**config.mk**
```make
export PLATFORM = sky130hd
export DESIGN_NAME = bfdrx_top
export DESIGN_NICKNAME = d
export VERILOG_FILES = /design/src/rtl/bfdrx_pkg.sv /design/src/rtl/bfdrx_chk_if.sv /design/src/rtl/bfdrx_checker.sv /design/src/rtl/bfdrx_top.sv
export SDC_FILE = /design/constraint.sdc
export NUM_CORES = 1
export LEC_CHECK = 0
export BUFFER_PORTS_ARGS = -buffer_cell sky130_fd_sc_hd__buf_2
export CAP_MARGIN = 20
export CORE_AREA = 2 2 172 174
export CTS_CLUSTER_SIZE = 8
export DETAILED_ROUTE_END_ITERATION = 8
export DIE_AREA = 0 0 174 176
export PLACE_DENSITY = 0.51
export SYNTH_ARGS = -nofsm -noshare
export SYNTH_HDL_FRONTEND = slang
export SYNTH_HIERARCHICAL = 1
export SYNTH_SLANG_ARGS = --single-unit
```
**constraint.sdc**
```tcl
create_clock -name I_CLOCK -period 5.7 [get_ports I_CLOCK]
set_input_delay 1.14 -clock I_CLOCK [delete_from_list [all_inputs] [get_ports I_CLOCK]]
set_output_delay 1.14 -clock I_CLOCK [all_outputs]
set_load 0.02 [all_outputs]
```
**src/rtl/bfdrx_pkg.sv**
```systemverilog
// Package: widths, codes, checks and reset values for the BFD receive validation block
package bfdrx_pkg;

  // ****************************************
  // Widths
  // ****************************************
  localparam int DISC_W  = 32;
  localparam int LEN_W   = 8;
  localparam int MULT_W  = 8;
  localparam int STATE_W = 2;
  localparam int DIAG_W  = 5;
  localparam int VER_W   = 3;
  localparam int CHAN_W  = 16;
  localparam int CNT_W   = 16;
  localparam int FAIL_N  = 7;

  // ****************************************
  // Channel types and length limits
  // ****************************************
  localparam logic [CHAN_W-1:0] CHAN_CC_ALT = 16'h0007;
  localparam logic [CHAN_W-1:0] CHAN_CC_STD = 16'h0022;
  localparam logic [CHAN_W-1:0] CHAN_CV     = 16'h0023;
  // 24 and 26 bytes
  localparam logic [LEN_W-1:0]  MIN_LEN_PLAIN = 8'h18;
  localparam logic [LEN_W-1:0]  MIN_LEN_AUTH  = 8'h1A;

  // ****************************************
  // Sticky bit positions
  // ****************************************
  localparam int STK_VERSION    = 0;
  localparam int STK_SHORT_LEN  = 1;
  localparam int STK_LONG_LEN   = 2;
  localparam int STK_ZERO_MULT  = 3;
  localparam int STK_MULTIPOINT = 4;
  localparam int STK_YOUR_DISC  = 5;
  localparam int STK_MY_DISC    = 6;

  // ****************************************
  // Reset values
  // ****************************************
  localparam logic [FAIL_N-1:0]  STICKY_RST = 7'h00;
  localparam logic [CNT_W-1:0]   CNT_RST    = 16'h0000;
  localparam logic [MULT_W-1:0]  MULT_RST   = 8'h00;
  localparam logic [STATE_W-1:0] STATE_RST  = 2'h0;
  localparam logic [DIAG_W-1:0]  DIAG_RST   = 5'h00;

  // ****************************************
  // Types
  // ****************************************
  typedef enum logic [2:0] {
    BFDRX_PASS,
    BFDRX_FAIL_VERSION,
    BFDRX_FAIL_SHORT_LEN,
    BFDRX_FAIL_LONG_LEN,
    BFDRX_FAIL_ZERO_MULT,
    BFDRX_FAIL_MULTIPOINT,
    BFDRX_FAIL_YOUR_DISC,
    BFDRX_FAIL_MY_DISC
  } bfdrx_fail_t;

  typedef struct packed {
    logic [VER_W-1:0]  version;
    logic [LEN_W-1:0]  length;
    logic              auth;
    logic              multipoint;
    logic [MULT_W-1:0] mult;
    logic [DISC_W-1:0] my_disc;
    logic [DISC_W-1:0] your_disc;
  } bfdrx_pdu_t;

  typedef struct packed {
    logic              validate_en;
    logic              version_check_en;
    logic              min_len_check_en;
    logic              discr_check_en;
    logic              flag_check_en;
    logic              single_session;
    logic [VER_W-1:0]  expected_version;
    logic [LEN_W-1:0]  max_len;
    logic [DISC_W-1:0] src_local_disc;
    logic [DISC_W-1:0] src_remote_disc;
    logic [DISC_W-1:0] sink_local_disc;
    logic [DISC_W-1:0] sink_remote_disc;
  } bfdrx_cfg_t;

endpackage

```
**src/rtl/bfdrx_chk_if.sv**
```systemverilog
// Interface: PDU fields and configuration to the checker, verdict back
`timescale 1ns/10ps
interface bfdrx_chk_if;
  bfdrx_pkg::bfdrx_pdu_t  pdu;
  bfdrx_pkg::bfdrx_cfg_t  cfg;
  bfdrx_pkg::bfdrx_fail_t fail;
  logic                   to_sink;

  modport requester (output pdu, output cfg, input fail, input to_sink);
  modport decider   (input pdu, input cfg, output fail, output to_sink);
endinterface

```
**src/rtl/bfdrx_checker.sv**
```systemverilog
// Ordered receive checks and session selection, purely combinational
`timescale 1ns/10ps
module bfdrx_checker (
  bfdrx_chk_if.decider chk
);

  // ****************************************
  // Individual checks
  // ****************************************
  wire en         = chk.cfg.validate_en;
  wire bad_ver    = en && chk.cfg.version_check_en && (chk.pdu.version != chk.cfg.expected_version);
  wire bad_short  = en && chk.cfg.min_len_check_en &&
                    (chk.pdu.length < (chk.pdu.auth ? bfdrx_pkg::MIN_LEN_AUTH : bfdrx_pkg::MIN_LEN_PLAIN));
  wire bad_long   = en && (chk.pdu.length > chk.cfg.max_len);
  wire bad_mult   = en && chk.cfg.flag_check_en && (chk.pdu.mult == bfdrx_pkg::MULT_RST);
  wire bad_mpt    = en && chk.cfg.flag_check_en && chk.pdu.multipoint;
  wire disc_on    = en && chk.cfg.discr_check_en;
  wire hit_src    = (chk.pdu.your_disc == chk.cfg.src_local_disc);
  wire hit_sink   = !chk.cfg.single_session && (chk.pdu.your_disc == chk.cfg.sink_local_disc);
  // Source wins if both locals match; software should keep them distinct
  wire far_end    = disc_on && !hit_src && hit_sink;
  wire bad_your   = disc_on && !hit_src && !hit_sink;
  wire [bfdrx_pkg::DISC_W-1:0] exp_my = far_end ? chk.cfg.sink_remote_disc : chk.cfg.src_remote_disc;
  wire bad_my     = disc_on && (chk.pdu.my_disc != exp_my);

  // ****************************************
  // First failing check wins
  // ****************************************
  assign chk.fail = bad_ver   ? bfdrx_pkg::BFDRX_FAIL_VERSION    :
                    bad_short ? bfdrx_pkg::BFDRX_FAIL_SHORT_LEN  :
                    bad_long  ? bfdrx_pkg::BFDRX_FAIL_LONG_LEN   :
                    bad_mult  ? bfdrx_pkg::BFDRX_FAIL_ZERO_MULT  :
                    bad_mpt   ? bfdrx_pkg::BFDRX_FAIL_MULTIPOINT :
                    bad_your  ? bfdrx_pkg::BFDRX_FAIL_YOUR_DISC  :
                    bad_my    ? bfdrx_pkg::BFDRX_FAIL_MY_DISC    :
                                bfdrx_pkg::BFDRX_PASS;
  assign chk.to_sink = far_end;

endmodule

```
**src/rtl/bfdrx_top.sv**
```systemverilog
// BFD session receive validation, sampling, counting and loss detection
// Function
// Handle CC PDUs only when CC enabled, CV PDUs only when CV enabled.
// CC channel type is chosen by a configuration bit.
// Tx and Rx CC/CV PDUs go to selected or non-selected counters.
// Mode bit high: one coordinated session using only source function values.
// Mode bit low: independent mode using both source and sink functions.
// Source discriminators and own fields come from software, never changed here.
// Sink discriminators and own fields come from software, never changed here.
// Own state, diag and multiplier optionally inserted into transmitted frames.
// Sampling on: copy state, diag, multiplier of valid CC PDU to session.
// Loss event when loss count reaches the relevant peer multiplier.
// Failing PDUs are discarded and set a reason sticky bit.
// Checks run in fixed order; first failure is the only reason.
// Version must equal the programmed 3-bit version.
// Length below 24, or 26 with authentication, is rejected.
// Length above configured maximum is rejected.
// Zero detect multiplier is rejected.
// Multipoint flag set is rejected.
// Failing PDUs optionally copied to the CPU under one enable.
// Coordinated: your-discriminator must match source local discriminator.
// Independent: your-discriminator picks near or far session, else rejected.
// My-discriminator must match the chosen session's remote discriminator.
// Discriminator checks off: PDU belongs to coordinated or near-end session.
// Sticky bits hold until software clears them.
`timescale 1ns/10ps
module bfdrx_top (
  input  wire logic                             I_CLOCK,
  input  wire logic                             I_RESETN,
  input  wire logic                             I_CLK_EN,
  // Received PDU
  input  wire logic                             I_PDU_VALID,
  input  wire logic [bfdrx_pkg::CHAN_W-1:0]     I_PDU_CHANNEL,
  input  wire logic [bfdrx_pkg::VER_W-1:0]      I_PDU_VERSION,
  input  wire logic [bfdrx_pkg::LEN_W-1:0]      I_PDU_LENGTH,
  input  wire logic                             I_PDU_AUTH,
  input  wire logic                             I_PDU_MULTIPOINT,
  input  wire logic [bfdrx_pkg::STATE_W-1:0]    I_PDU_STATE,
  input  wire logic [bfdrx_pkg::DIAG_W-1:0]     I_PDU_DIAG,
  input  wire logic [bfdrx_pkg::MULT_W-1:0]     I_PDU_MULT,
  input  wire logic [bfdrx_pkg::DISC_W-1:0]     I_PDU_MY_DISC,
  input  wire logic [bfdrx_pkg::DISC_W-1:0]     I_PDU_YOUR_DISC,
  // Transmitted PDU
  input  wire logic                             I_TX_PDU_VALID,
  input  wire logic                             I_TX_IS_CC,
  input  wire logic                             I_TX_FROM_SINK,
  input  wire logic                             I_TX_INSERT_EN,
  // Configuration
  input  wire logic                             I_CONTINUITY_PDU_PROCESS_EN,
  input  wire logic                             I_VERIFY_PDU_PROCESS_EN,
  input  wire logic                             I_CC_CHANNEL_TYPE_SELECT,
  input  wire logic                             I_CONTINUITY_COUNTER_SELECT,
  input  wire logic                             I_VERIFY_COUNTER_SELECT,
  input  wire logic                             I_SINGLE_SESSION_MODE_EN,
  input  wire logic                             I_RX_FIELD_SAMPLING_EN,
  input  wire logic                             I_VALIDATE_CC_EN,
  input  wire logic                             I_VALIDATE_CV_EN,
  input  wire logic                             I_VERSION_CHECK_EN,
  input  wire logic                             I_MIN_LEN_CHECK_EN,
  input  wire logic                             I_DISCR_CHECK_EN,
  input  wire logic                             I_FLAG_CHECK_EN,
  input  wire logic [bfdrx_pkg::VER_W-1:0]      I_EXPECTED_PROTOCOL_VERSION,
  input  wire logic [bfdrx_pkg::LEN_W-1:0]      I_MAX_PDU_LENGTH,
  input  wire logic                             I_RX_FAIL_CPU_COPY_EN,
  input  wire logic [bfdrx_pkg::DISC_W-1:0]     I_SOURCE_LOCAL_DISCRIMINATOR,
  input  wire logic [bfdrx_pkg::DISC_W-1:0]     I_SOURCE_REMOTE_DISCRIMINATOR,
  input  wire logic [bfdrx_pkg::DISC_W-1:0]     I_SINK_LOCAL_DISCRIMINATOR,
  input  wire logic [bfdrx_pkg::DISC_W-1:0]     I_SINK_REMOTE_DISCRIMINATOR,
  input  wire logic [bfdrx_pkg::STATE_W-1:0]    I_SOURCE_OWN_STATE,
  input  wire logic [bfdrx_pkg::DIAG_W-1:0]     I_SOURCE_OWN_DIAG,
  input  wire logic [bfdrx_pkg::MULT_W-1:0]     I_SOURCE_OWN_MULTIPLIER,
  input  wire logic [bfdrx_pkg::STATE_W-1:0]    I_SINK_OWN_STATE,
  input  wire logic [bfdrx_pkg::DIAG_W-1:0]     I_SINK_OWN_DIAG,
  input  wire logic [bfdrx_pkg::MULT_W-1:0]     I_SINK_OWN_MULTIPLIER,
  input  wire logic [bfdrx_pkg::FAIL_N-1:0]     I_STICKY_CLEAR,
  input  wire logic                             I_LOSS_TICK,
  // Verdict
  output logic                                  O_PDU_ACCEPT,
  output logic                                  O_PDU_DISCARD,
  output logic                                  O_PDU_TO_SINK,
  output logic                                  O_CPU_COPY,
  output logic [bfdrx_pkg::FAIL_N-1:0]          O_STICKY,
  // Sampled peer fields
  output logic [bfdrx_pkg::STATE_W-1:0]         O_SOURCE_PEER_STATE,
  output logic [bfdrx_pkg::DIAG_W-1:0]          O_SOURCE_PEER_DIAG,
  output logic [bfdrx_pkg::MULT_W-1:0]          O_SOURCE_PEER_MULTIPLIER,
  output logic [bfdrx_pkg::STATE_W-1:0]         O_SINK_PEER_STATE,
  output logic [bfdrx_pkg::DIAG_W-1:0]          O_SINK_PEER_DIAG,
  output logic [bfdrx_pkg::MULT_W-1:0]          O_SINK_PEER_MULTIPLIER,
  // Transmit insertion
  output logic                                  O_TX_VALID,
  output logic                                  O_TX_INSERT,
  output logic [bfdrx_pkg::STATE_W-1:0]         O_TX_STATE,
  output logic [bfdrx_pkg::DIAG_W-1:0]          O_TX_DIAG,
  output logic [bfdrx_pkg::MULT_W-1:0]          O_TX_MULTIPLIER,
  // Counters and loss
  output logic [bfdrx_pkg::CNT_W-1:0]           O_RX_SEL_COUNT,
  output logic [bfdrx_pkg::CNT_W-1:0]           O_RX_NONSEL_COUNT,
  output logic [bfdrx_pkg::CNT_W-1:0]           O_TX_SEL_COUNT,
  output logic [bfdrx_pkg::CNT_W-1:0]           O_TX_NONSEL_COUNT,
  output logic [bfdrx_pkg::MULT_W-1:0]          O_LOSS_COUNT,
  output logic                                  O_CONTINUITY_LOSS
);

  // ****************************************
  // Helpers
  // ****************************************
  function automatic logic [bfdrx_pkg::CNT_W-1:0] bump(input logic [bfdrx_pkg::CNT_W-1:0] v, input logic hit);
    bump = hit ? v + 16'h0001 : v;
  endfunction

  // ****************************************
  // PDU classification
  // ****************************************
  wire [bfdrx_pkg::CHAN_W-1:0] cc_chan = I_CC_CHANNEL_TYPE_SELECT ? bfdrx_pkg::CHAN_CC_STD
                                                                  : bfdrx_pkg::CHAN_CC_ALT;
  wire is_cc  = I_PDU_VALID && I_CONTINUITY_PDU_PROCESS_EN && (I_PDU_CHANNEL == cc_chan);
  wire is_cv  = I_PDU_VALID && I_VERIFY_PDU_PROCESS_EN && (I_PDU_CHANNEL == bfdrx_pkg::CHAN_CV);
  wire rx_hit = is_cc || is_cv;

  // ****************************************
  // Checker
  // ****************************************
  bfdrx_chk_if chk ();

  assign chk.pdu.version          = I_PDU_VERSION;
  assign chk.pdu.length           = I_PDU_LENGTH;
  assign chk.pdu.auth             = I_PDU_AUTH;
  assign chk.pdu.multipoint       = I_PDU_MULTIPOINT;
  assign chk.pdu.mult             = I_PDU_MULT;
  assign chk.pdu.my_disc          = I_PDU_MY_DISC;
  assign chk.pdu.your_disc        = I_PDU_YOUR_DISC;
  assign chk.cfg.validate_en      = is_cc ? I_VALIDATE_CC_EN : I_VALIDATE_CV_EN;
  assign chk.cfg.version_check_en = I_VERSION_CHECK_EN;
  assign chk.cfg.min_len_check_en = I_MIN_LEN_CHECK_EN;
  assign chk.cfg.discr_check_en   = I_DISCR_CHECK_EN;
  assign chk.cfg.flag_check_en    = I_FLAG_CHECK_EN;
  assign chk.cfg.single_session   = I_SINGLE_SESSION_MODE_EN;
  assign chk.cfg.expected_version = I_EXPECTED_PROTOCOL_VERSION;
  assign chk.cfg.max_len          = I_MAX_PDU_LENGTH;
  assign chk.cfg.src_local_disc   = I_SOURCE_LOCAL_DISCRIMINATOR;
  assign chk.cfg.src_remote_disc  = I_SOURCE_REMOTE_DISCRIMINATOR;
  assign chk.cfg.sink_local_disc  = I_SINK_LOCAL_DISCRIMINATOR;
  assign chk.cfg.sink_remote_disc = I_SINK_REMOTE_DISCRIMINATOR;

  bfdrx_checker u_checker (
    .chk (chk.decider)
  );

  wire pass     = (chk.fail == bfdrx_pkg::BFDRX_PASS);
  wire accept   = rx_hit && pass;
  wire discard  = rx_hit && !pass;
  wire to_sink  = chk.to_sink && !I_SINGLE_SESSION_MODE_EN;
  wire [bfdrx_pkg::FAIL_N-1:0] fail_onehot = discard ? 7'((8'h01 << chk.fail) >> 1) : bfdrx_pkg::STICKY_RST;

  // ****************************************
  // Sticky and verdict
  // ****************************************
  // Set wins over a clear in the same cycle so no failure is lost
  wire [bfdrx_pkg::FAIL_N-1:0] sticky_next = (O_STICKY & ~I_STICKY_CLEAR) | fail_onehot;

  always_ff @(posedge I_CLOCK) begin
    if (!I_RESETN) begin
      O_STICKY      <= bfdrx_pkg::STICKY_RST;
      O_PDU_ACCEPT  <= 1'b0;
      O_PDU_DISCARD <= 1'b0;
      O_PDU_TO_SINK <= 1'b0;
      O_CPU_COPY    <= 1'b0;
    end else if (I_CLK_EN) begin
      O_STICKY      <= sticky_next;
      O_PDU_ACCEPT  <= accept;
      O_PDU_DISCARD <= discard;
      O_PDU_TO_SINK <= rx_hit && to_sink;
      O_CPU_COPY    <= discard && I_RX_FAIL_CPU_COPY_EN;
    end
  end

  // ****************************************
  // Peer field sampling
  // ****************************************
  wire sample      = accept && is_cc && I_RX_FIELD_SAMPLING_EN;
  wire sample_src  = sample && !to_sink;
  wire sample_sink = sample && to_sink;

  always_ff @(posedge I_CLOCK) begin
    if (!I_RESETN) begin
      O_SOURCE_PEER_STATE      <= bfdrx_pkg::STATE_RST;
      O_SOURCE_PEER_DIAG       <= bfdrx_pkg::DIAG_RST;
      O_SOURCE_PEER_MULTIPLIER <= bfdrx_pkg::MULT_RST;
    end else if (I_CLK_EN && sample_src) begin
      O_SOURCE_PEER_STATE      <= I_PDU_STATE;
      O_SOURCE_PEER_DIAG       <= I_PDU_DIAG;
      O_SOURCE_PEER_MULTIPLIER <= I_PDU_MULT;
    end
  end

  always_ff @(posedge I_CLOCK) begin
    if (!I_RESETN) begin
      O_SINK_PEER_STATE      <= bfdrx_pkg::STATE_RST;
      O_SINK_PEER_DIAG       <= bfdrx_pkg::DIAG_RST;
      O_SINK_PEER_MULTIPLIER <= bfdrx_pkg::MULT_RST;
    end else if (I_CLK_EN && sample_sink) begin
      O_SINK_PEER_STATE      <= I_PDU_STATE;
      O_SINK_PEER_DIAG       <= I_PDU_DIAG;
      O_SINK_PEER_MULTIPLIER <= I_PDU_MULT;
    end
  end

  // ****************************************
  // Transmit field insertion
  // ****************************************
  // Own values are only read here; nothing in this block ever writes them
  wire use_sink = I_TX_FROM_SINK && !I_SINGLE_SESSION_MODE_EN;
  wire [bfdrx_pkg::STATE_W-1:0] tx_state = use_sink ? I_SINK_OWN_STATE : I_SOURCE_OWN_STATE;
  wire [bfdrx_pkg::DIAG_W-1:0]  tx_diag  = use_sink ? I_SINK_OWN_DIAG : I_SOURCE_OWN_DIAG;
  wire [bfdrx_pkg::MULT_W-1:0]  tx_mult  = use_sink ? I_SINK_OWN_MULTIPLIER : I_SOURCE_OWN_MULTIPLIER;

  always_ff @(posedge I_CLOCK) begin
    if (!I_RESETN) begin
      O_TX_VALID      <= 1'b0;
      O_TX_INSERT     <= 1'b0;
      O_TX_STATE      <= bfdrx_pkg::STATE_RST;
      O_TX_DIAG       <= bfdrx_pkg::DIAG_RST;
      O_TX_MULTIPLIER <= bfdrx_pkg::MULT_RST;
    end else if (I_CLK_EN) begin
      O_TX_VALID      <= I_TX_PDU_VALID;
      O_TX_INSERT     <= I_TX_PDU_VALID && I_TX_INSERT_EN;
      O_TX_STATE      <= tx_state;
      O_TX_DIAG       <= tx_diag;
      O_TX_MULTIPLIER <= tx_mult;
    end
  end

  // ****************************************
  // Statistics
  // ****************************************
  wire rx_sel  = accept && (is_cc ? I_CONTINUITY_COUNTER_SELECT : I_VERIFY_COUNTER_SELECT);
  wire tx_sel  = I_TX_IS_CC ? I_CONTINUITY_COUNTER_SELECT : I_VERIFY_COUNTER_SELECT;

  always_ff @(posedge I_CLOCK) begin
    if (!I_RESETN) begin
      O_RX_SEL_COUNT    <= bfdrx_pkg::CNT_RST;
      O_RX_NONSEL_COUNT <= bfdrx_pkg::CNT_RST;
      O_TX_SEL_COUNT    <= bfdrx_pkg::CNT_RST;
      O_TX_NONSEL_COUNT <= bfdrx_pkg::CNT_RST;
    end else if (I_CLK_EN) begin
      O_RX_SEL_COUNT    <= bump(O_RX_SEL_COUNT, rx_sel);
      O_RX_NONSEL_COUNT <= bump(O_RX_NONSEL_COUNT, accept && !rx_sel);
      O_TX_SEL_COUNT    <= bump(O_TX_SEL_COUNT, I_TX_PDU_VALID && tx_sel);
      O_TX_NONSEL_COUNT <= bump(O_TX_NONSEL_COUNT, I_TX_PDU_VALID && !tx_sel);
    end
  end

  // ****************************************
  // Continuity loss
  // ****************************************
  // Coordinated watches the source session, independent only the sink session
  wire [bfdrx_pkg::MULT_W-1:0] loss_limit = I_SINGLE_SESSION_MODE_EN ? O_SOURCE_PEER_MULTIPLIER
                                                                     : O_SINK_PEER_MULTIPLIER;
  wire loss_clear = accept && (I_SINGLE_SESSION_MODE_EN ? !to_sink : to_sink);
  // Counter saturates at the limit so one outage yields one event
  wire loss_step  = I_LOSS_TICK && !loss_clear && (O_LOSS_COUNT != loss_limit);
  wire [bfdrx_pkg::MULT_W-1:0] loss_next = loss_clear ? bfdrx_pkg::MULT_RST
                                         : loss_step  ? O_LOSS_COUNT + 8'h01 : O_LOSS_COUNT;

  always_ff @(posedge I_CLOCK) begin
    if (!I_RESETN) begin
      O_LOSS_COUNT      <= bfdrx_pkg::MULT_RST;
      O_CONTINUITY_LOSS <= 1'b0;
    end else if (I_CLK_EN) begin
      O_LOSS_COUNT      <= loss_next;
      O_CONTINUITY_LOSS <= loss_step && (loss_next == loss_limit);
    end
  end
endmodule
```
==> summary.txt, run 1 <==
outcome: finished, final reports clean
Final WS setup: 0.509 ns
gr usage total: 18.6%
post-synthesis sequential area ratio: 32.1%
largest cells by area after synthesis: dfxtp_1 32%, xnor2_1 11%, xor2_1 8.9%, mux2i_1 7.0%, nor2b_1 4.4%
Layout Cells excl Fill: 1762
CTS Buf Count: 17
Final Hold Viols: 0
first-pass GRT wire length: 44.1 mm
dpl ws: -0.0393 ns
number of warnings issued by yosys: 6
Vias/cell: 4.57
distinct cell type count after synthesis: 69
Post-DP HPWL: 24.4 mm
leakage power: 5.35 nW
max cap viols: 0
final global-route overflow total: 0
Worst Setup EP: O_RX_SEL_COUNT[15]
antenna-violating nets left: 0
Final Setup Violations: 0
row cnt: 62
CTS tree: built
Hold WS: 0.473 ns
largest net degree at the start of global routing: 87
GPL Wtd Cong: 0.875
crit-path max FO: 8
Post-synth EDFFs: 0
Critical Path Start: I_PDU_CHANNEL[0]
share of the synthesized area in the top cell type: 32.1%
area grow syn2layout: 40.0%
Worst IR Drop VDD: 0.000158 V
Fin Clk Skew: 0.00664 ns
I/O Pins: 438
core area: 0.0285 sq mm
syn_area_per_cell: 8.93 sq um
Syn Inst Count: 915
HP Class: register to register
number of post-CTS setup repair buffers: 0
synthesis-stage register bit count: 131
IO Port Bufs: 437
htree depth: 4
initial core utilization: 28.6%
flop-to-flop setup slack: 2.89 ns
Placed Cells: 1717
routed via count: 8060
DRT iter0 DRCs: 426
count leader, synth: dfxtp_1
vias in the first global route: 8010
Final min period: 5.19 ns
startpoint types: primary input
drt wl/cell: 16.6 microns
RSZ-0062 raised after global routing: no
nets@finish: 1672
worst r2r src: O_SOURCE_PEER_MULTIPLIER[7]
Rel. slew slack: 40.4%
Least-Margin Pin Slew: 0.894 ns
prevailing post-synth register cell: dfxtp_1
Mapped Nets: 1235
ys async rst share: 0%
setup TNS: 0 ns
reg2reg end: O_CONTINUITY_LOSS
kind of critical path: primary input to register
layout cells sized above 1: 37.1%
r2r worst-path depth: 8
WP data required: 6.02 ns
die height: 176 microns
Cell Area, Synth: 0.00818 sq mm
clock-pin slew on the worst setup and hold paths: 0.06 ns
fmax: 0.193 GHz
initial antenna violation count: 15
final WL: 29.2 mm
Max Slew Vio Count: 0
cell taking the most area after synthesis: dfxtp_1
Pwr Density: 207 mW/mm^2
Worst-Skew Late Latency: 0.42 ns
Clock Tree Root: clkbuf_16
DRC violations left: 0
die area: 0.0306 sq mm
top post-synthesis cells by count: 131 x dfxtp_1, 102 x xnor2_1, 83 x xor2_1
CTS Sinks: 131
die width: 174 microns
clk buf depth: 2
Layout fillers: 3032
Tcrit/Tclk final: 91.1%
TritonRoute pass-1 iters: 5
WP data arrival: 5.51 ns
Crit. End Element: register
-- layer usage --
metal	part of all wire (%)	up-vias	global-route usage, %	wire [microns]
met1	40	3676	20.7	11600
met5	0.093	-	0	27
li1	-	4067	-	-
met3	5.7	35	4.46	1650
met4	2.8	4	8.54	818
met2	52	278	33.6	15100
-- registers in the layout, indices dropped and copies added, names as in the netlist, 2 cells and up --
| name | cells |
|---|---|
| O_RX_NONSEL_COUNT | 16 |
| O_RX_SEL_COUNT | 16 |
| O_TX_NONSEL_COUNT | 16 |
| O_TX_SEL_COUNT | 16 |
| O_LOSS_COUNT | 8 |
| O_SINK_PEER_MULTIPLIER | 8 |
| O_SOURCE_PEER_MULTIPLIER | 8 |
| O_TX_MULTIPLIER | 8 |
| O_STICKY | 7 |
| O_SINK_PEER_DIAG | 5 |
| O_SOURCE_PEER_DIAG | 5 |
| O_TX_DIAG | 5 |
| O_SINK_PEER_STATE | 2 |
| O_SOURCE_PEER_STATE | 2 |
| O_TX_STATE | 2 |
-- through the flow --
step	area, sq um	util [%]	total power (W)
floorplan	8180	-	0.00112
global placement	10800	37.9	0.00130
detailed placement	10800	37.9	0.00130
CTS	11400	39.9	0.00241
global route	11400	40.1	0.00248
finish	11400	40.1	0.00237
-- cell families after synthesis --
family                   after synthesis  share of synthesized area, %
XOR/XNOR                             186                          20.1
multiplexers                          61                          7.62
flip-flops                           131                          32.1
adder cells (fa/ha/maj)               13                          1.99
AND/OR/NAND/NOR                      353                          24.8
AO/OA/AOI/OAI                        108                          10.3
buffers and inverters                 63                          3.08
-- timing repair --
item,CTS,global route
setup endpoints to repair,0,14
hold buffers,0,0
resized for setup,0,2
-- worst max-delay path, stage by stage --
cell,delay [ns]
buf_2,0.12
nor4bb_2,0.38
o21ai_0,0.17
nor2_1,0.32
mux2_2,0.34
nand3_1,0.11
a311oi_2,0.40
or2_1,0.19
nor2_1,0.04
a211oi_1,0.20
a21bo_1,0.31
nor3_1,0.23
buf_4,0.17
nand2_1,0.12
a211oi_1,0.37
and3_1,0.25
and2_1,0.24
nand3_1,0.12
xnor2_1,0.13
and2_1,0.14
-- how the worst min path moves through the flow --
stage                         end  slack [ns]  cells after the start                from
2_1_floorplan        O_PDU_ACCEPT        0.55                      2        O_PDU_ACCEPT
3_3_place_gp        O_TX_STATE[0]        0.46                      1       O_TX_STATE[0]
3_5_place_dp   O_TX_MULTIPLIER[0]        0.46                      1  O_TX_MULTIPLIER[0]
4_1_cts        O_TX_MULTIPLIER[0]        0.48                      1  O_TX_MULTIPLIER[0]
5_1_grt        O_TX_MULTIPLIER[4]        0.49                      1  O_TX_MULTIPLIER[4]
6_report             O_TX_DIAG[3]        0.47                      1        O_TX_DIAG[3]
-- final cells by class --
type,instances,area [sq um],area share [%]
diodes,13,32.5,0.284
clock buffers,18,439,3.84
clock inverters,14,154,1.34
inverters,31,116,1.02
multi-input cells,721,5320,46.4
flip-flops and latches,131,2620,22.9
well taps,384,480,4.20
repair buffers,450,2280,20.0
-- cells in the final DEF (no fill, tap or decap), drive strengths merged, types with 14 or more instances in the layout --
cell type / netlist / final
nor2: 20 / 20
nor4: 26 / 26
xor2: 83 / 83
xnor2: 102 / 102
a21boi: 15 / 15
and2: 56 / 56
and3: 17 / 17
inv: 29 / 33
o21ai: 23 / 23
nand2: 63 / 63
nand4: 25 / 25
nand3: 35 / 35
dfxtp: 131 / 131
clkbuf: 22 / 18
o211a: 16 / 16
nor3: 14 / 14
buf: 10 / 450
mux2i: 60 / 60
nor2b: 58 / 58
-- power by group --
| part | internal [W] | total (W) | switching (W) |
|---|---|---|---|
| Clock | 0.000660 | 0.00110 | 0.000435 |
| Combinational | 0.000175 | 0.000348 | 0.000173 |
| Sequential | 0.000925 | 0.000931 | 0.00000521 |
Note: power is estimated with default switching activity, not from simulation.
==> inputs of run 2 (changes only) <==
--- a/config.mk
+++ b/config.mk
@@ -5,13 +5,14 @@
 export SDC_FILE = /design/constraint.sdc
 export NUM_CORES = 1
 export LEC_CHECK = 0
+export ABC_AREA = 1
 export BUFFER_PORTS_ARGS = -buffer_cell sky130_fd_sc_hd__buf_2
 export CAP_MARGIN = 20
-export CORE_AREA = 2 2 172 174
+export CORE_AREA = 2 2 171 173
 export CTS_CLUSTER_SIZE = 8
 export DETAILED_ROUTE_END_ITERATION = 8
-export DIE_AREA = 0 0 174 176
-export PLACE_DENSITY = 0.51
+export DIE_AREA = 0 0 173 175
+export PLACE_DENSITY = 0.56
 export SYNTH_ARGS = -nofsm -noshare
 export SYNTH_HDL_FRONTEND = slang
 export SYNTH_HIERARCHICAL = 1
==> run 2 against run 1 <==
Effect of this change: die area fell by 1.1%; critical endpoint is now O_RX_SEL_COUNT[8]; first-iteration DRC count rose by 72%; sequential share of layout area fell by 2.1 points; synthesized cell count rose by 70%; core utilization rose by 4.2 points; sequential cell count did not move; largest power group unchanged.
==> summary.txt, run 2 <==
outcome: finished, final reports clean
Clock Tree Root: clkbuf_16
vias in the first global route: 10600 (+32%)
row cnt: 62 (unchanged)
routed via count: 11000 (+36%)
Syn Inst Count: 1553 (+70%)
Rel. slew slack: 48.4% (+8.0 points)
post-synthesis sequential area ratio: 27.9% (-4.2 points)
layout cells sized above 1: 27.5% (-9.7 points)
syn_area_per_cell: 6.05 sq um (-32%)
Clk pwr share: 45.5% (-0.6 points)
Least-Margin Pin Slew: 0.774 ns (-0.120 ns)
I/O Pins: 438 (unchanged)
WP data arrival: 5.29 ns (-0.22 ns)
first-pass GRT wire length: 55.2 mm (+25%)
CTS tree: built
largest cells by area after synthesis: dfxtp_1 28%, nand2_1 18%, inv_1 11%, nor2_1 6.1%, nand3_1 5.4%
WP data required: 6.02 ns (about the same)
CTS Sinks: 131 (unchanged)
final global-route overflow total: 0 (unchanged)
Final min period: 4.97 ns (-0.217 ns)
Crit. End Element: register
nets@finish: 2296 (+37%)
Worst-Skew Late Latency: 0.42 ns (about the same)
initial antenna violation count: 6 (-9)
combinational share of power: 17.5% (+2.9 points)
distinct cell type count after synthesis: 45 (-35%)
top post-synthesis cells by count: 444 x nand2_1, 284 x inv_1, 152 x nor2_1
TritonRoute pass-1 iters: 6 (+1)
Worst IR Drop VDD: 0.000193 V (+23%)
die area: 0.0303 sq mm (-1.1%)
max cap viols: 0 (unchanged)
antenna-violating nets left: 0 (unchanged)
startpoint types: primary input
Hold Buf Count CTS: 0 (unchanged)
dpl ws: 0.0563 ns (+0.0956 ns)
Mapped Nets: 1873 (+52%)
HP Class: register to register
number of warnings issued by yosys: 6 (unchanged)
number of post-CTS setup repair buffers: 0 (unchanged)
Power Internal: 0.00181 W (+3.0%)
Cell Area, Synth: 0.00940 sq mm (+15%)
Post-DP HPWL: 28.6 mm (+17%)
htree depth: 4 (unchanged)
core area: 0.0284 sq mm (-0.54%)
initial core utilization: 33.1% (+4.5 points)
Fin Clk Skew: 0.0119 ns (+0.00527 ns)
cell taking the most area after synthesis: dfxtp_1
sw frac: 28.9% (+3.1 points)
IO Port Bufs: 437 (unchanged)
Post-synth EDFFs: 0 (unchanged)
die height: 175 microns (-0.57%)
Final WS setup: 0.726 ns (+0.217 ns)
most frequent cells in the layout: 444 x nand2_1, 437 x buf_2, 283 x inv_1
Tcrit/Tclk final: 87.3% (-3.8 points)
Most common cell on crit path: nand2_1
NetSw: 0.000739 W (+20%)
GPL Wtd Cong: 0.951 (+8.8%)
drt wl/cell: 14.6 microns (-12%)
Final Setup Violations: 0 (unchanged)
Vias/cell: 4.63 (+1.1%)
final core utilization: 44.3% (+4.2 points)
area grow syn2layout: 33.9%
delay-heaviest family, CP: simple AND/OR/NAND/NOR gates
DRC violations left: 0 (unchanged)
DRT iter0 DRCs: 734 (+72%)
share of the synthesized area in the top cell type: 27.9% (-4.2 points)
largest net degree at the start of global routing: 65 (-25%)
CP Buf/Inv Count: 5 (+3)
synthesis-stage register bit count: 131 (unchanged)
CP peak stage delay: 0.22 ns (-0.18 ns)
clock-pin slew on the worst setup and hold paths: 0.07 ns (about the same)
commonest non-fill, non-tap cell in the layout: nand2_1
count leader, synth: nand2_1
CP max-delay cell: buf_12
CTS Buf Count: 17 (unchanged)
prevailing post-synth register cell: dfxtp_1
clk buf depth: 2 (unchanged)
Final Hold Viols: 0 (unchanged)
gr usage total: 22.8% (+4.2 points)
ys async rst share: 0% (unchanged)
leakage power: 6.79 nW (+27%)
kind of critical path: primary input to register
crit-path max FO: 27 (+19)
fmax: 0.201 GHz (+4.4%)
final WL: 34.7 mm (+19%)
Max Slew Vio Count: 0 (unchanged)
cts repair resizes: 0 (unchanged)
flop-to-flop setup slack: 3.51 ns (+0.62 ns)
Pwr Density: 203 mW/mm^2 (-2.2%)
Seq pwr share: 37.0% (-2.2 points)
die width: 173 microns (-0.57%)
==> run 2: power by group through the flow <==
stage	clock network [W]	logic (W)	registers [W]
5_1_grt	0.00122	0.000506	0.000946
6_report	0.00116	0.000448	0.000944
4_1_cts	0.00118	0.000449	0.000944
3_3_place_gp	0	0.000445	0.000965
2_1_floorplan	0	0.000232	0.000978
3_5_place_dp	0	0.000448	0.000965
==> run 2: metal layers <==
| metal | GRT usage [%] | wire, microns | share of wire, % | vias to the layer above |
|---|---|---|---|---|
| met4 | 6.46 | 702 | 2.0 | 2 |
| met1 | 28.0 | 15000 | 43 | 4859 |
| met3 | 4.00 | 1780 | 5.1 | 42 |
| li1 | - | - | - | 5746 |
| met2 | 40.8 | 17300 | 50 | 342 |
| met5 | 0 | 7 | 0.020 | - |
==> run 2: through the flow <==
stage / hold slack, ns / power (W) / std cells / setup TNS [ns] / instance area [sq um]
6_report: 0.456 / 0.00255 / 2376 / 0 / 12600
5_1_grt: 0.475 / 0.00267 / 2376 / -0.00543 / 12600
4_1_cts: 0.455 / 0.00257 / 2372 / 0 / 12600
3_5_place_dp: 0.440 / 0.00141 / 2341 / 0 / 11900
3_3_place_gp: 0.440 / 0.00141 / 2341 / 0 / 11900
2_1_floorplan: 0.530 / 0.00121 / 1553 / 0 / 9400
==> run 2: area by class of cell <==
cell class / instances / area (sq um)
fillers: 3074 / 15800
multi-input cells: 1082 / 5460
flip-flops and latches: 131 / 2620
repair buffers: 449 / 2300
inverters: 295 / 1110
well taps: 384 / 480
clock buffers: 17 / 425
clock inverters: 14 / 176
diodes: 4 / 10.0
==> run 2: cell families (layout without fill, tap and decap cells) <==
logic type / count (synthesis) / count (layout) / synth area share [%]
AND/OR/NAND/NOR: 854 / 854 / 41.2
buffers and inverters: 340 / 775 / 14.1
AO/OA/AOI/OAI: 169 / 169 / 10.7
flip-flops: 131 / 131 / 27.9
other: 0 / 4 / 0
XOR/XNOR: 46 / 46 / 4.29
adder cells (fa/ha/maj): 13 / 13 / 1.73
==> run 2: path summary, 6_finish.rpt <==
kind | start | endpoint | depth (start not counted)
hold reg to reg | O_SOURCE_PEER_DIAG[4] | O_SOURCE_PEER_DIAG[4] | 2
hold / removal | O_SOURCE_PEER_DIAG[4] | O_SOURCE_PEER_DIAG[4] | 2
setup / recovery | I_SINGLE_SESSION_MODE_EN | O_RX_SEL_COUNT[8] | 37
setup reg to reg | O_LOSS_COUNT[3] | O_CONTINUITY_LOSS | 18
==> run 2: worst min-delay path, cell delays in order, from the launching register on <==
cell and delay, ns:
dfxtp_1 0.31, inv_1 0.05, a211oi_1 0.06
==> inputs of run 3 (changes only) <==
--- a/config.mk
+++ b/config.mk
@@ -13,6 +13,7 @@
 export DETAILED_ROUTE_END_ITERATION = 8
 export DIE_AREA = 0 0 173 175
 export PLACE_DENSITY = 0.56
+export RECOVER_POWER = 100
 export SYNTH_ARGS = -nofsm -noshare
 export SYNTH_HDL_FRONTEND = slang
 export SYNTH_HIERARCHICAL = 1
==> run 3 against run 2 <==
Effect of this change: maximum frequency is 0.89% lower; combinational power is 1% lower; sequential share of layout area is 0.41 points higher; global-route usage stayed put; setup slack worse by 0.045 ns; power is 0.40% lower; critical endpoint is now O_SOURCE_PEER_DIAG[0]; highest routed layer unchanged.
==> summary.txt, run 3 (synthesis gave the netlist of run 2 again) <==
outcome: finished, final reports clean
leakage power: 6.21 nW (-8.6%)
met2 WL: 17.2 mm (-0.57%)
vias in the first global route: 10600 (unchanged)
area grow syn2layout: 31.3%
sw frac: 28.9% (-0.087 points)
WP data arrival: 5.28 ns (about the same)
routed via count: 11000 (+0.39%)
gr usage total: 22.8% (unchanged)
die height: 175 microns (unchanged)
Pwr Density: 206 mW/mm^2 (+1.6%)
row cnt: 62 (unchanged)
drt wl/cell: 14.7 microns (+0.63%)
TritonRoute pass-1 iters: 5 (-1)
crit-path max FO: 30 (+11%)
RSZ-0062 raised after global routing: no
final WL: 35.0 mm (+0.63%)
die width: 173 microns (unchanged)
first-pass GRT wire length: 55.2 mm (unchanged)
Power Internal: 0.00181 W (-0.28%)
DRT iter0 DRCs: 660 (-10%)
CP peak stage delay: 0.37 ns (+0.15 ns)
clk buf depth: 2 (unchanged)
max cap viols: 0 (unchanged)
most frequent cells in the layout: 447 x nand2_1, 306 x buf_2, 285 x inv_1
Clock Tree Root: clkbuf_16
WP data required: 5.96 ns (-0.06 ns)
CTS Sinks: 131 (unchanged)
Worst IR Drop VDD: 0.000193 V (about the same)
Layout fillers: 3154 (+2.6%)
DRC violations left: 0 (unchanged)
commonest non-fill, non-tap cell in the layout: nand2_1
Fin Clk Skew: 0.0126 ns (+0.000652 ns)
Worst-Skew Late Latency: 0.42 ns (about the same)
die area: 0.0303 sq mm (unchanged)
wl on met1: 15.2 mm (+1.1%)
final global-route overflow total: 0 (unchanged)
GPL Wtd Cong: 0.951 (unchanged)
Seq pwr share: 37.2% (+0.2 points)
Least-Margin Pin Slew: 1.19 ns (+0.421 ns)
largest net degree at the start of global routing: 65 (unchanged)
sequential cell area: 0.00262 sq mm (unchanged)
Final Setup Violations: 0 (unchanged)
CTS tree: built
initial antenna violation count: 6 (unchanged)
Most common cell on crit path: nand2_1
htree depth: 4 (unchanged)
Rel. slew slack: 20.3% (-28 points)
CP max-delay cell: clkbuf_2
Final min period: 5.02 ns (+0.0446 ns)
Crit. End Element: register
layout cells sized above 1: 20.0% (-7.4 points)
I/O Pins: 438 (unchanged)
HP Class: register to register
Clk pwr share: 45.5% (about the same)
Multi-input gate area: 0.00539 sq mm (-1.2%)
clock-pin slew on the worst setup and hold paths: 0.06 ns (about the same)
Tcrit/Tclk final: 88.1% (+0.78 points)
kind of critical path: primary input to register
startpoint types: primary input
Post-DP HPWL: 28.6 mm (unchanged)
antenna-violating nets left: 0 (unchanged)
initial core utilization: 33.1% (unchanged)
total chip power: 0.00254 W (-0.40%)
Vias/cell: 4.64 (+0.39%)
core area: 0.0284 sq mm (unchanged)
Final Hold Viols: 0 (unchanged)
Max Slew Vio Count: 0 (unchanged)
met3 wire length: 1.85 mm (+3.9%)
IO Port Bufs: 437 (unchanged)
NetSw: 0.000734 W (-0.70%)
nets@finish: 2296 (unchanged)
fmax: 0.199 GHz (-0.89%)
CTS Buf Count: 17 (unchanged)
combinational share of power: 17.4% (about the same)
setup TNS: 0 ns (unchanged)
max layer used: met5
final core utilization: 43.4% (-0.86 points)
## run 3: worst max-delay path, delay by kind of cell
| family | cells | cell delay (ns) |
|---|---|---|
| simple gates | 28 | 2.94 |
| buf+inv | 6 | 1.08 |
| compound gates | 1 | 0.07 |
## run 3: power by group through the flow
stage | clock (W) | sequential [W] | combinational [W]
6_report | 0.00116 | 0.000945 | 0.000442
5_1_grt | 0.00122 | 0.000947 | 0.000500
4_1_cts | 0.00118 | 0.000944 | 0.000449
3_5_place_dp | 0 | 0.000965 | 0.000448
3_3_place_gp | 0 | 0.000965 | 0.000445
2_1_floorplan | 0 | 0.000978 | 0.000232
## run 3: path summary, 6_finish.rpt
| kind | start | endpoint | slack, ns | depth (start not counted) |
|---|---|---|---|---|
| max | I_SINGLE_SESSION_MODE_EN | O_SOURCE_PEER_DIAG[0] | 0.68 | 35 |
| min | O_SINK_PEER_DIAG[3] | O_SINK_PEER_DIAG[3] | 0.46 | 2 |
| max reg2reg | O_LOSS_COUNT[3] | O_CONTINUITY_LOSS | 3.51 | 18 |
| min reg2reg | O_SINK_PEER_DIAG[3] | O_SINK_PEER_DIAG[3] | 0.46 | 2 |
## run 3: area by class of cell
| cell class | count | share of cell area (%) |
|---|---|---|
| inverter | 295 | 8.98 |
| sequential | 131 | 21.3 |
| tap | 384 | 3.89 |
| clock inverter | 14 | 1.43 |
| multi-input combinational | 1082 | 43.7 |
| timing repair buffer | 449 | 17.2 |
| clock buffer | 17 | 3.45 |
| antenna | 4 | 0.0811 |
## run 3: what timing repair did
| item | 4_1_cts | 5_1_grt |
|---|---|---|
| setup buffers | 0 | 0 |
| setup endpoints to repair | 0 | 5 |
| hold buffers | 0 | 0 |
| hold endpoints to repair | 0 | 0 |
| resized for setup | 0 | 6 |
## run 3: through the flow
stage | instances | hold WS (ns) | instance area, sq um | setup slack [ns]
2_1_floorplan | 1553 | 0.530 | 9400 | 1.06
3_3_place_gp | 2341 | 0.440 | 11900 | 0.155
3_5_place_dp | 2341 | 0.440 | 11900 | 0.0563
4_1_cts | 2372 | 0.455 | 12600 | 0.494
5_1_grt | 2376 | 0.479 | 12300 | 0.0157
6_report | 2376 | 0.458 | 12300 | 0.681
## run 3: per-layer routing
layer | track usage, % | vias to the layer above
li1 | - | 5752
met1 | 28.0 | 4886
met2 | 40.8 | 346
met3 | 4.00 | 48
met4 | 6.46 | 2
met5 | 0 | -
